File: src/logic/ssp_consts.svh
`ifndef SSP_CONSTS_SVH
`define SSP_CONSTS_SVH

// Control-register addresses
`define SSP_ADDR_STACK_UPPER  8'hd8
`define SSP_ADDR_STACK_LOWER  8'hd9
`define SSP_ADDR_SLICE_B      8'hd7
// Slice pointer field layout
`define SSP_SLICE_MSB         7
`define SSP_SLICE_LSB         3
`define SSP_SLICE_LOW_MASK    8'hf8
// Reset value used for the slice pointer field
`define SSP_SLICE_RST         5'h19

`endif

File: src/logic/ssp_pkg.sv
package ssp_pkg;

  // Register access request from the core datapath
  typedef struct packed {
    logic       wr;
    logic       rd;
    logic       set_one;
    logic [7:0] addr;
    logic [7:0] wdata;
  } ssp_req_t;

  typedef enum logic [1:0] {
    SSP_IDLE = 2'b01,
    SSP_RESP = 2'b10
  } ssp_state_t;

endpackage

File: src/logic/ssp_byte_reg.sv
`timescale 1ns/1ps
`include "ssp_consts.svh"

// One byte register with no reset; content is unknown until first load
module ssp_byte_reg #(
  parameter int WIDTH = 8
) (
  input  wire logic             ref_clk_i, // Core clock
  input  wire logic             we_i,      // Write strobe
  input  wire logic [WIDTH-1:0] d_i,       // Write data
  output logic      [WIDTH-1:0] q_o        // Stored value
);

  // Deliberately no reset: stack bytes are undefined after reset
  always_ff @(posedge ref_clk_i) begin
    if (we_i) begin
      q_o <= d_i;
    end
  end

endmodule

File: src/logic/ssp_regs.sv
`timescale 1ns/1ps
`include "ssp_consts.svh"

// Functional notes
// - Slice pointer B keeps writable 5-bit address
// - Stack upper byte fully read/write
// - Stack address is upper byte joined lower
// - Stack bytes not reset; software loads both
// - Stack upper decodes at d8 in set one
module ssp_regs import ssp_pkg::*; (
  input  wire logic        ref_clk_i,    // Core clock, 250 MHz
  input  wire logic        rst_n_i,      // Async reset, active low
  input  wire ssp_req_t    req_i,        // Register access request
  output logic      [7:0]  rdata_o,      // Read data, registered
  output logic             rvalid_o,     // Read data valid pulse
  output logic      [15:0] stack_addr_o, // Full stack address
  output logic      [4:0]  slice_b_o     // Slice pointer B field
);

  typedef struct packed {
    ssp_state_t state;
    logic [4:0] slice;
    logic [7:0] rdata;
    logic       rvalid;
  } ssp_st_t;

  ssp_st_t    st_q;
  ssp_st_t    st_d;
  logic       hit_upper;
  logic       hit_lower;
  logic       hit_slice;
  logic [7:0] upper_q;
  logic [7:0] lower_q;

  // Address decode; stack bytes only answer in set one
  assign hit_upper = req_i.set_one && (req_i.addr == `SSP_ADDR_STACK_UPPER);
  assign hit_lower = req_i.set_one && (req_i.addr == `SSP_ADDR_STACK_LOWER);
  assign hit_slice = (req_i.addr == `SSP_ADDR_SLICE_B);

  // Stack bytes kept without reset
  ssp_byte_reg #(.WIDTH(8)) u_upper (
    .ref_clk_i (ref_clk_i),
    .we_i      (req_i.wr && hit_upper),
    .d_i       (req_i.wdata),
    .q_o       (upper_q)
  );

  ssp_byte_reg #(.WIDTH(8)) u_lower (
    .ref_clk_i (ref_clk_i),
    .we_i      (req_i.wr && hit_lower),
    .d_i       (req_i.wdata),
    .q_o       (lower_q)
  );

  // Next state: slice write and read mux
  always_comb begin
    st_d        = st_q;
    st_d.rvalid = 1'b0;
    if (req_i.wr && hit_slice) begin
      st_d.slice = req_i.wdata[`SSP_SLICE_MSB:`SSP_SLICE_LSB];
    end
    case (st_q.state)
      SSP_IDLE: begin
        if (req_i.rd) begin
          st_d.rvalid = 1'b1;
          st_d.state  = SSP_RESP;
          if (hit_upper) begin
            st_d.rdata = upper_q;
          end else if (hit_lower) begin
            st_d.rdata = lower_q;
          end else if (hit_slice) begin
            st_d.rdata = {st_q.slice, 3'h0};
          end else begin
            st_d.rdata = 8'h00; // Unmapped reads zero
          end
        end
      end
      SSP_RESP: begin
        st_d.state = SSP_IDLE; // One read per two cycles
      end
      default: begin
        st_d.state = SSP_IDLE;
      end
    endcase
  end

  // State register
  always_ff @(posedge ref_clk_i or negedge rst_n_i) begin
    if (!rst_n_i) begin
      st_q <= '{
        state:  SSP_IDLE,
        slice:  `SSP_SLICE_RST,
        rdata:  8'h00,
        rvalid: 1'b0
      };
    end else begin
      st_q <= st_d;
    end
  end

  // Stack address registered so output comes from a flop
  always_ff @(posedge ref_clk_i) begin
    stack_addr_o <= {upper_q, lower_q};
  end

  assign rdata_o   = st_q.rdata;
  assign rvalid_o  = st_q.rvalid;
  assign slice_b_o = st_q.slice;

  // Checks: one or more per rule, plus read handshake sanity
  // Stack bytes have no reset, so their checks use case equality except the store and write-readback ones

  // Write then immediate read of the upper byte
  upper_rw_a: assert property (@(posedge ref_clk_i) disable iff (!rst_n_i)
    req_i.wr && hit_upper ##1 (st_q.state == SSP_IDLE && req_i.rd && hit_upper)
      |=> rdata_o == $past(req_i.wdata, 2))
    else $error("upper byte readback mismatch");

  // Joined address follows the bytes one edge later
  join_a: assert property (@(posedge ref_clk_i) disable iff (!rst_n_i)
    stack_addr_o === $past({upper_q, lower_q}))
    else $error("stack address join wrong");

  // Upper byte ignores writes outside set one
  set_gate_a: assert property (@(posedge ref_clk_i) disable iff (!rst_n_i)
    req_i.wr && !req_i.set_one && req_i.addr == `SSP_ADDR_STACK_UPPER
      |=> upper_q === $past(upper_q))
    else $error("upper byte written outside set one");

  // Slice field takes the written upper bits
  slice_wr_a: assert property (@(posedge ref_clk_i) disable iff (!rst_n_i)
    req_i.wr && hit_slice |=> slice_b_o == $past(req_i.wdata[7:3]))
    else $error("slice field not stored");

  // Slice low bits always read zero
  slice_low_a: assert property (@(posedge ref_clk_i) disable iff (!rst_n_i)
    $past(req_i.rd && hit_slice && st_q.state == SSP_IDLE) |-> rdata_o[2:0] == 3'h0)
    else $error("slice low bits not zero");

  // Upper byte holds without a write
  no_wr_a: assert property (@(posedge ref_clk_i) disable iff (!rst_n_i)
    !(req_i.wr && hit_upper) |=> upper_q === $past(upper_q))
    else $error("upper byte changed without write");

  // Read valid is a single pulse
  rvalid_a: assert property (@(posedge ref_clk_i) disable iff (!rst_n_i)
    rvalid_o |=> !rvalid_o)
    else $error("read valid longer than one cycle");

  // Slice field holds without a write
  slice_hold_a: assert property (@(posedge ref_clk_i) disable iff (!rst_n_i)
    !(req_i.wr && hit_slice) |=> $stable(slice_b_o))
    else $error("slice changed without write");

  // Upper byte stores the written value
  upper_store_a: assert property (@(posedge ref_clk_i) disable iff (!rst_n_i)
    req_i.wr && hit_upper |=> upper_q == $past(req_i.wdata))
    else $error("upper byte not stored");

  // Lower byte stores the written value
  lower_store_a: assert property (@(posedge ref_clk_i) disable iff (!rst_n_i)
    req_i.wr && hit_lower |=> lower_q == $past(req_i.wdata))
    else $error("lower byte not stored");

  // Lower byte holds without a write
  lower_hold_a: assert property (@(posedge ref_clk_i) disable iff (!rst_n_i)
    !(req_i.wr && hit_lower) |=> lower_q === $past(lower_q))
    else $error("lower byte changed without write");

  // Lower byte ignores writes outside set one
  lower_gate_a: assert property (@(posedge ref_clk_i) disable iff (!rst_n_i)
    req_i.wr && !req_i.set_one && req_i.addr == `SSP_ADDR_STACK_LOWER
      |=> lower_q === $past(lower_q))
    else $error("lower byte written outside set one");

  // Upper byte read returns the stored byte
  upper_read_a: assert property (@(posedge ref_clk_i) disable iff (!rst_n_i)
    req_i.rd && hit_upper && st_q.state == SSP_IDLE
      |=> rdata_o === $past(upper_q))
    else $error("upper byte read wrong");

  // Slice read returns the stored field on top
  slice_read_a: assert property (@(posedge ref_clk_i) disable iff (!rst_n_i)
    req_i.rd && hit_slice && st_q.state == SSP_IDLE
      |=> rdata_o[7:3] == $past(slice_b_o))
    else $error("slice field read wrong");

  // Unmapped reads give zero
  rd_zero_a: assert property (@(posedge ref_clk_i) disable iff (!rst_n_i)
    req_i.rd && st_q.state == SSP_IDLE && !hit_upper && !hit_lower && !hit_slice
      |=> rdata_o == 8'h00)
    else $error("unmapped read not zero");

  // Every accepted read is answered
  rd_pulse_a: assert property (@(posedge ref_clk_i) disable iff (!rst_n_i)
    req_i.rd && st_q.state == SSP_IDLE |=> rvalid_o)
    else $error("read not answered");

  // A read right after a taken read is refused
  rd_refuse_a: assert property (@(posedge ref_clk_i) disable iff (!rst_n_i)
    st_q.state == SSP_RESP |=> !rvalid_o)
    else $error("read accepted in response cycle");

  // Read data stands until the next answer
  rdata_hold_a: assert property (@(posedge ref_clk_i) disable iff (!rst_n_i)
    !(req_i.rd && st_q.state == SSP_IDLE) |=> $stable(rdata_o))
    else $error("read data changed without read");

  // State stays one-hot
  state_hot_a: assert property (@(posedge ref_clk_i) disable iff (!rst_n_i)
    $onehot(st_q.state))
    else $error("state not one-hot");

  // Main scenarios
  upper_wr_c: cover property (@(posedge ref_clk_i) disable iff (!rst_n_i) req_i.wr && hit_upper);
  slice_rd_c: cover property (@(posedge ref_clk_i) disable iff (!rst_n_i) req_i.rd && hit_slice);
  set_miss_c: cover property (@(posedge ref_clk_i) disable iff (!rst_n_i)
    req_i.wr && !req_i.set_one && req_i.addr == `SSP_ADDR_STACK_UPPER);
  rd_refused_c: cover property (@(posedge ref_clk_i) disable iff (!rst_n_i)
    st_q.state == SSP_RESP && req_i.rd);
  wr_rd_c: cover property (@(posedge ref_clk_i) disable iff (!rst_n_i)
    req_i.wr && hit_upper ##1 req_i.rd && hit_upper);

endmodule

File: config.mk
export PLATFORM = sky130hd
export DESIGN_NAME = ssp_regs
export DESIGN_NICKNAME = d
export VERILOG_FILES = /design/src/logic/ssp_pkg.sv /design/src/logic/ssp_byte_reg.sv /design/src/logic/ssp_regs.sv
export VERILOG_INCLUDE_DIRS = /design/src /design/src/logic
export SDC_FILE = /design/constraint.sdc
export NUM_CORES = 1
export LEC_CHECK = 0
export BUFFER_PORTS_ARGS = -buffer_cell sky130_fd_sc_hd__buf_2
export CAP_MARGIN = 0
export CORE_MARGIN = 1.5
export CORE_UTILIZATION = 40
export DETAILED_ROUTE_END_ITERATION = 8
export GPL_TIMING_DRIVEN = 0
export PLACE_DENSITY = 0.74
export RECOVER_POWER = 100
export SETUP_SLACK_MARGIN = 0.2
export SLEW_MARGIN = 15
export SYNTH_ARGS = -nofsm -noshare
export SYNTH_HDL_FRONTEND = slang
export SYNTH_SLANG_ARGS = --single-unit
File: constraint.sdc
create_clock -name ref_clk_i -period 1.65 [get_ports ref_clk_i]
set_input_delay 0.165 -clock ref_clk_i [delete_from_list [all_inputs] [get_ports ref_clk_i]]
set_output_delay 0.165 -clock ref_clk_i [all_outputs]
set_load 0.1 [all_outputs]
; ---- Word-level counts from Yosys, hierarchy flattened
; Cells that the tools add are included.
[op_classes]
n_eq_ne = 5
n_mux = 7
n_reduce_logical = 6
[op_table]
columns = operator, n
row1 = equality test 8 bit (second input constant), 3
row2 = two-way mux 8 bit, 3
row3 = logical AND 1 bit, 5
row4 = two-way mux 2 bit, 2
row5 = equality test 2 x 1 -> 1 bit (second input constant), 1
row6 = two-way mux 1 bit, 2
row7 = inequality test 2 bit (second input constant), 1
row8 = AND reduction 2 bit, 1
[totals]
ff_bits = 48
in_bits = 21
out_inout_bits = 30
elab_cells = 25

; ---- Depth between registers and ports, before layout
[logic_depth]
ltp_word = 4
ltp_mapped = 5
ltp_nobuf = 5

; ---- Cells and area by module
; Synthesis repeated with hierarchy kept, for this count alone.
[hier_totals]
hier_cells = 117
area_unflattened_um2 = 1699.1
[by_module_without_submodules]
columns = module, instances, cells_each, area_each_um2, seq_area_each_um2
row1 = ssp_regs, 1, 101, 1218.7, 725.7
row2 = ssp_byte_reg, 2, 8, 240.2, 240.2

; ---- Worst setup path after synthesis
; No wires, ideal clock.
[synth_timing]
path_type = input -> register
start = input req_i[10] (netlist name)
end = register u_upper.q_o[0] (enable)
setup_time_ns = 0.370
arrival_ns = 1.097
required_time_ns = 1.280
slack_ns = 0.183
cell_stages = 4
n_path_buf = 0
cell_sequence = and4bb_4 -> and2_2 -> nand2_1 -> nor2_1
[synth_between]
elab_chain_len = 3
[synth_rtl]
columns = element, line_no
row1 = from (decl), ssp_regs.sv:13  ; input wire ssp_req_t req_i,
row2 = equality test 8 bit (no source line), n/a
row3 = logical AND 1 bit, ssp_regs.sv:36  ; assign hit_upper = req_i.set_one && (req_i.addr == `SSP_ADDR_STACK_UPPER);
row4 = logical AND 1 bit, ssp_regs.sv:43  ; .we_i (req_i.wr && hit_upper),
row5 = via u_upper.we_i, ssp_byte_reg.sv:9  ; input wire logic we_i,
row6 = to (signal assigned), ssp_byte_reg.sv:17  ; q_o <= d_i;
row7 = to (decl), ssp_byte_reg.sv:11  ; output logic [WIDTH-1:0] q_o
; The timed path passes the listed nets, and every way through them passes these cells.
; A chain may end at the register's enable or synchronous reset.

; ---- Worst setup path in the final report
[layout_timing]
start = register st_q[14] (netlist name)
end = register st_q, in the netlist rdata_o[3]
[layout_between]
elab_chain_len = 2
[layout_rtl]
columns = element, line_no
row1 = from (decl), ssp_regs.sv:27  ; ssp_st_t st_q;
row2 = from (signal assigned), ssp_regs.sv:90  ; st_q <= '{
row3 = from (signal assigned), ssp_regs.sv:97  ; st_q <= st_d;
row4 = equality test 2 x 1 -> 1 bit, ssp_regs.sv:62  ; case (st_q.state)
row5 = AND reduction 2 bit (no source line), n/a
; Every way passes these cells.

==> qor.yml <==
status: "finished clean"
dieHeight_um: 68.1
drt-vias-per-instance: 4.68
fillCellCount: 364
cts_tree: "done"
grt_setup_unrepaired: "false"
grt_use_total_pct: 16.5
cts_made_buffers: 5
relSlewSlack_pct: 39.4
ys_async_sr_fraction_pct: 33.3
ys_ff_latch: 48
yosysWarnings: 0
critPathKind: "register to register"
io_pins: 51
cp.arrival_ps: 1610
fin_crit_sh_pct: 86.2
cp-start-kind: "register"
grt_overflow_total: 0
power_leakage_nw: 0.940
end_kind: "register"
rows: 23
cts_buffer_depth: 2
p_per_area_mw_per_mm2: 996
instances_no_fill: 226
netlist_top_cells_count: "dfxtp_1, edfxtp_1, buf_4"
syn_nets: 138
setup_violations: 0
yosys-top-cells-area: "edfxtp_1, dfxtp_1, dfrtp_1"
htreeDepth: 2
min_path_cells: 1
diodes: 0
synth.distinct_cells: 26
min_path_type: "primary input to register"
min_period_ps: 1420
fp.coreArea_mm2: 0.00403
wl_per_cell_um: 14.7
drtIter0Drc: 34
dr.pass1.iters: 4
place_inst: 217
dp_hpwl_mm: 2.54
cap_violations: 0
syn_inst: 117
antenna_found_initial: 0
die-width_um: 68.1
netlist_area_mm2: 0.00170
syn2layout_area_growth_pct: 22.9
cts_setup_buffers: 0
antenna_left: 0
ir_worst_vdd_uv: 632
drive_gt1_share_pct: 40.9
fmax_mhz: 703
synth-seq-area-share_pct: 71.1
cts_sinks: 48
avgSynthCellArea_um2: 14.5
multi_input_area_um2: 354
nNetsFinal: 196
grt_pass1_vias: 1125
path_clk_slew_ps: 80
start_util_pct: 42.1
drt_wl_total_mm: 3.32
synth_top_cell_by_area: "edfxtp_1"
drc: 0
place_congestion: 0.731
synth_edf_count: 16
grt_max_degree: 17
skew_ps: 8.12
final_max_slew_viol_count: 0
cp.required_ps: 1830
portBuffers: 50
reg2reg_depth: 5
netlist.area_leader.share_pct: 28.3
tightest_slew_ps: 910
p_total_mw: 2.08
insertion_delay_ps: 290
finalHoldViolCount: 0
grt_pass1_wl_mm: 5.40
vias: 1058
die_area_mm2: 0.00464
crit_fanout: 5
ys.flop_type: "edfxtp_1"
seq_area_mm2: 0.00121
cts_root_buffer: "clkbuf_8"
==> critical path: stages, from the launching register on <==
cell and delay (ps):
dfstp_2 520, nand3b_1 80, inv_1 110, nand3_1 140
or2_4 290, o21a_1 170
==> layout by cell type, fill, tap and decap left out, types with 7 or more instances in the layout <==
master	count
clkbuf_2	27
buf_4	17
clkbuf_1	11
dfrtp_1	12
o21ai_0	7
nand2_1	10
dfxtp_1	16
buf_2	12
edfxtp_1	16
==> sequential cells by signal (all words and copies together) (netlist names) <==
signal,count
u_upper.q_o,8
rdata_o,8
u_lower.q_o,8
rvalid_o,1
st_q,2
stack_addr_o,16
slice_b_o,5
==> final cells by class <==
| cell class | count | area share, % |
|---|---|---|
| plain buffers | 16 | 5.40 |
| clock buffers | 6 | 3.48 |
| clock inverters | 2 | 0.600 |
| inverters | 2 | 0.360 |
| multi-input cells | 51 | 17.0 |
| flip-flops and latches | 48 | 57.8 |
| well taps | 50 | 3.00 |
| repair buffers | 51 | 12.4 |
==> worst paths after layout <==
check,end,start,slack [ps]
worst max register to register,rdata_o[3],st_q[14],230
worst min-delay path,u_lower.q_o[0],req_i[0],60
worst max-delay path,rdata_o[3],st_q[14],230
max in group asynchronous,rvalid_o,rst_n_i,580
min in group asynchronous,rdata_o[4],rst_n_i,510
worst min register to register,stack_addr_o[6],u_lower.q_o[6],370
==> power breakdown <==
| part | switching [mW] | total (mW) | internal, mW |
|---|---|---|---|
| clock | 0.362 | 0.658 | 0.296 |
| combinational | 0.121 | 0.168 | 0.0475 |
| sequential | 0.00755 | 1.25 | 1.24 |
==> repair_timing <==
action                     CTS  global route
resized for setup            3             1
hold buffers                 1             0
setup endpoints to repair    3             4
hold endpoints to repair    12             0
==> cells by family after synthesis <==
| logic type | share of synthesized area, % |
|---|---|
| AND/OR/NAND/NOR | 9.88 |
| multiplexers | 5.09 |
| flip-flops | 71.1 |
| AO/OA/AOI/OAI | 6.78 |
| buffers and inverters | 7.15 |
==> routing by layer <==
layer  global-route usage [%]  share of wire, %  vias to the layer above  wire length, um
met5                        0                 0                        -                0
met4                     7.75              0.87                        0               29
met3                     5.59               6.2                        2              206
met2                     26.8                53                       33             1750
met1                     19.8                40                      511             1340
li1                         -                 -                      512                -
==> per-stage QoR <==
step	hold WS (ps)	instance area (um2)	TNS, ps	setup slack [ps]	util (%)
CTS	44.5	2110	0	242	52.5
finish	55.9	2090	0	229	51.8
detailed placement	106	2010	-157	-19.9	49.9
global route	35.5	2090	0	140	51.8
floorplan	-131	1700	0	327	-
global placement	92.1	2010	0	24.8	49.9
Note: power is estimated with default switching activity, not from simulation.
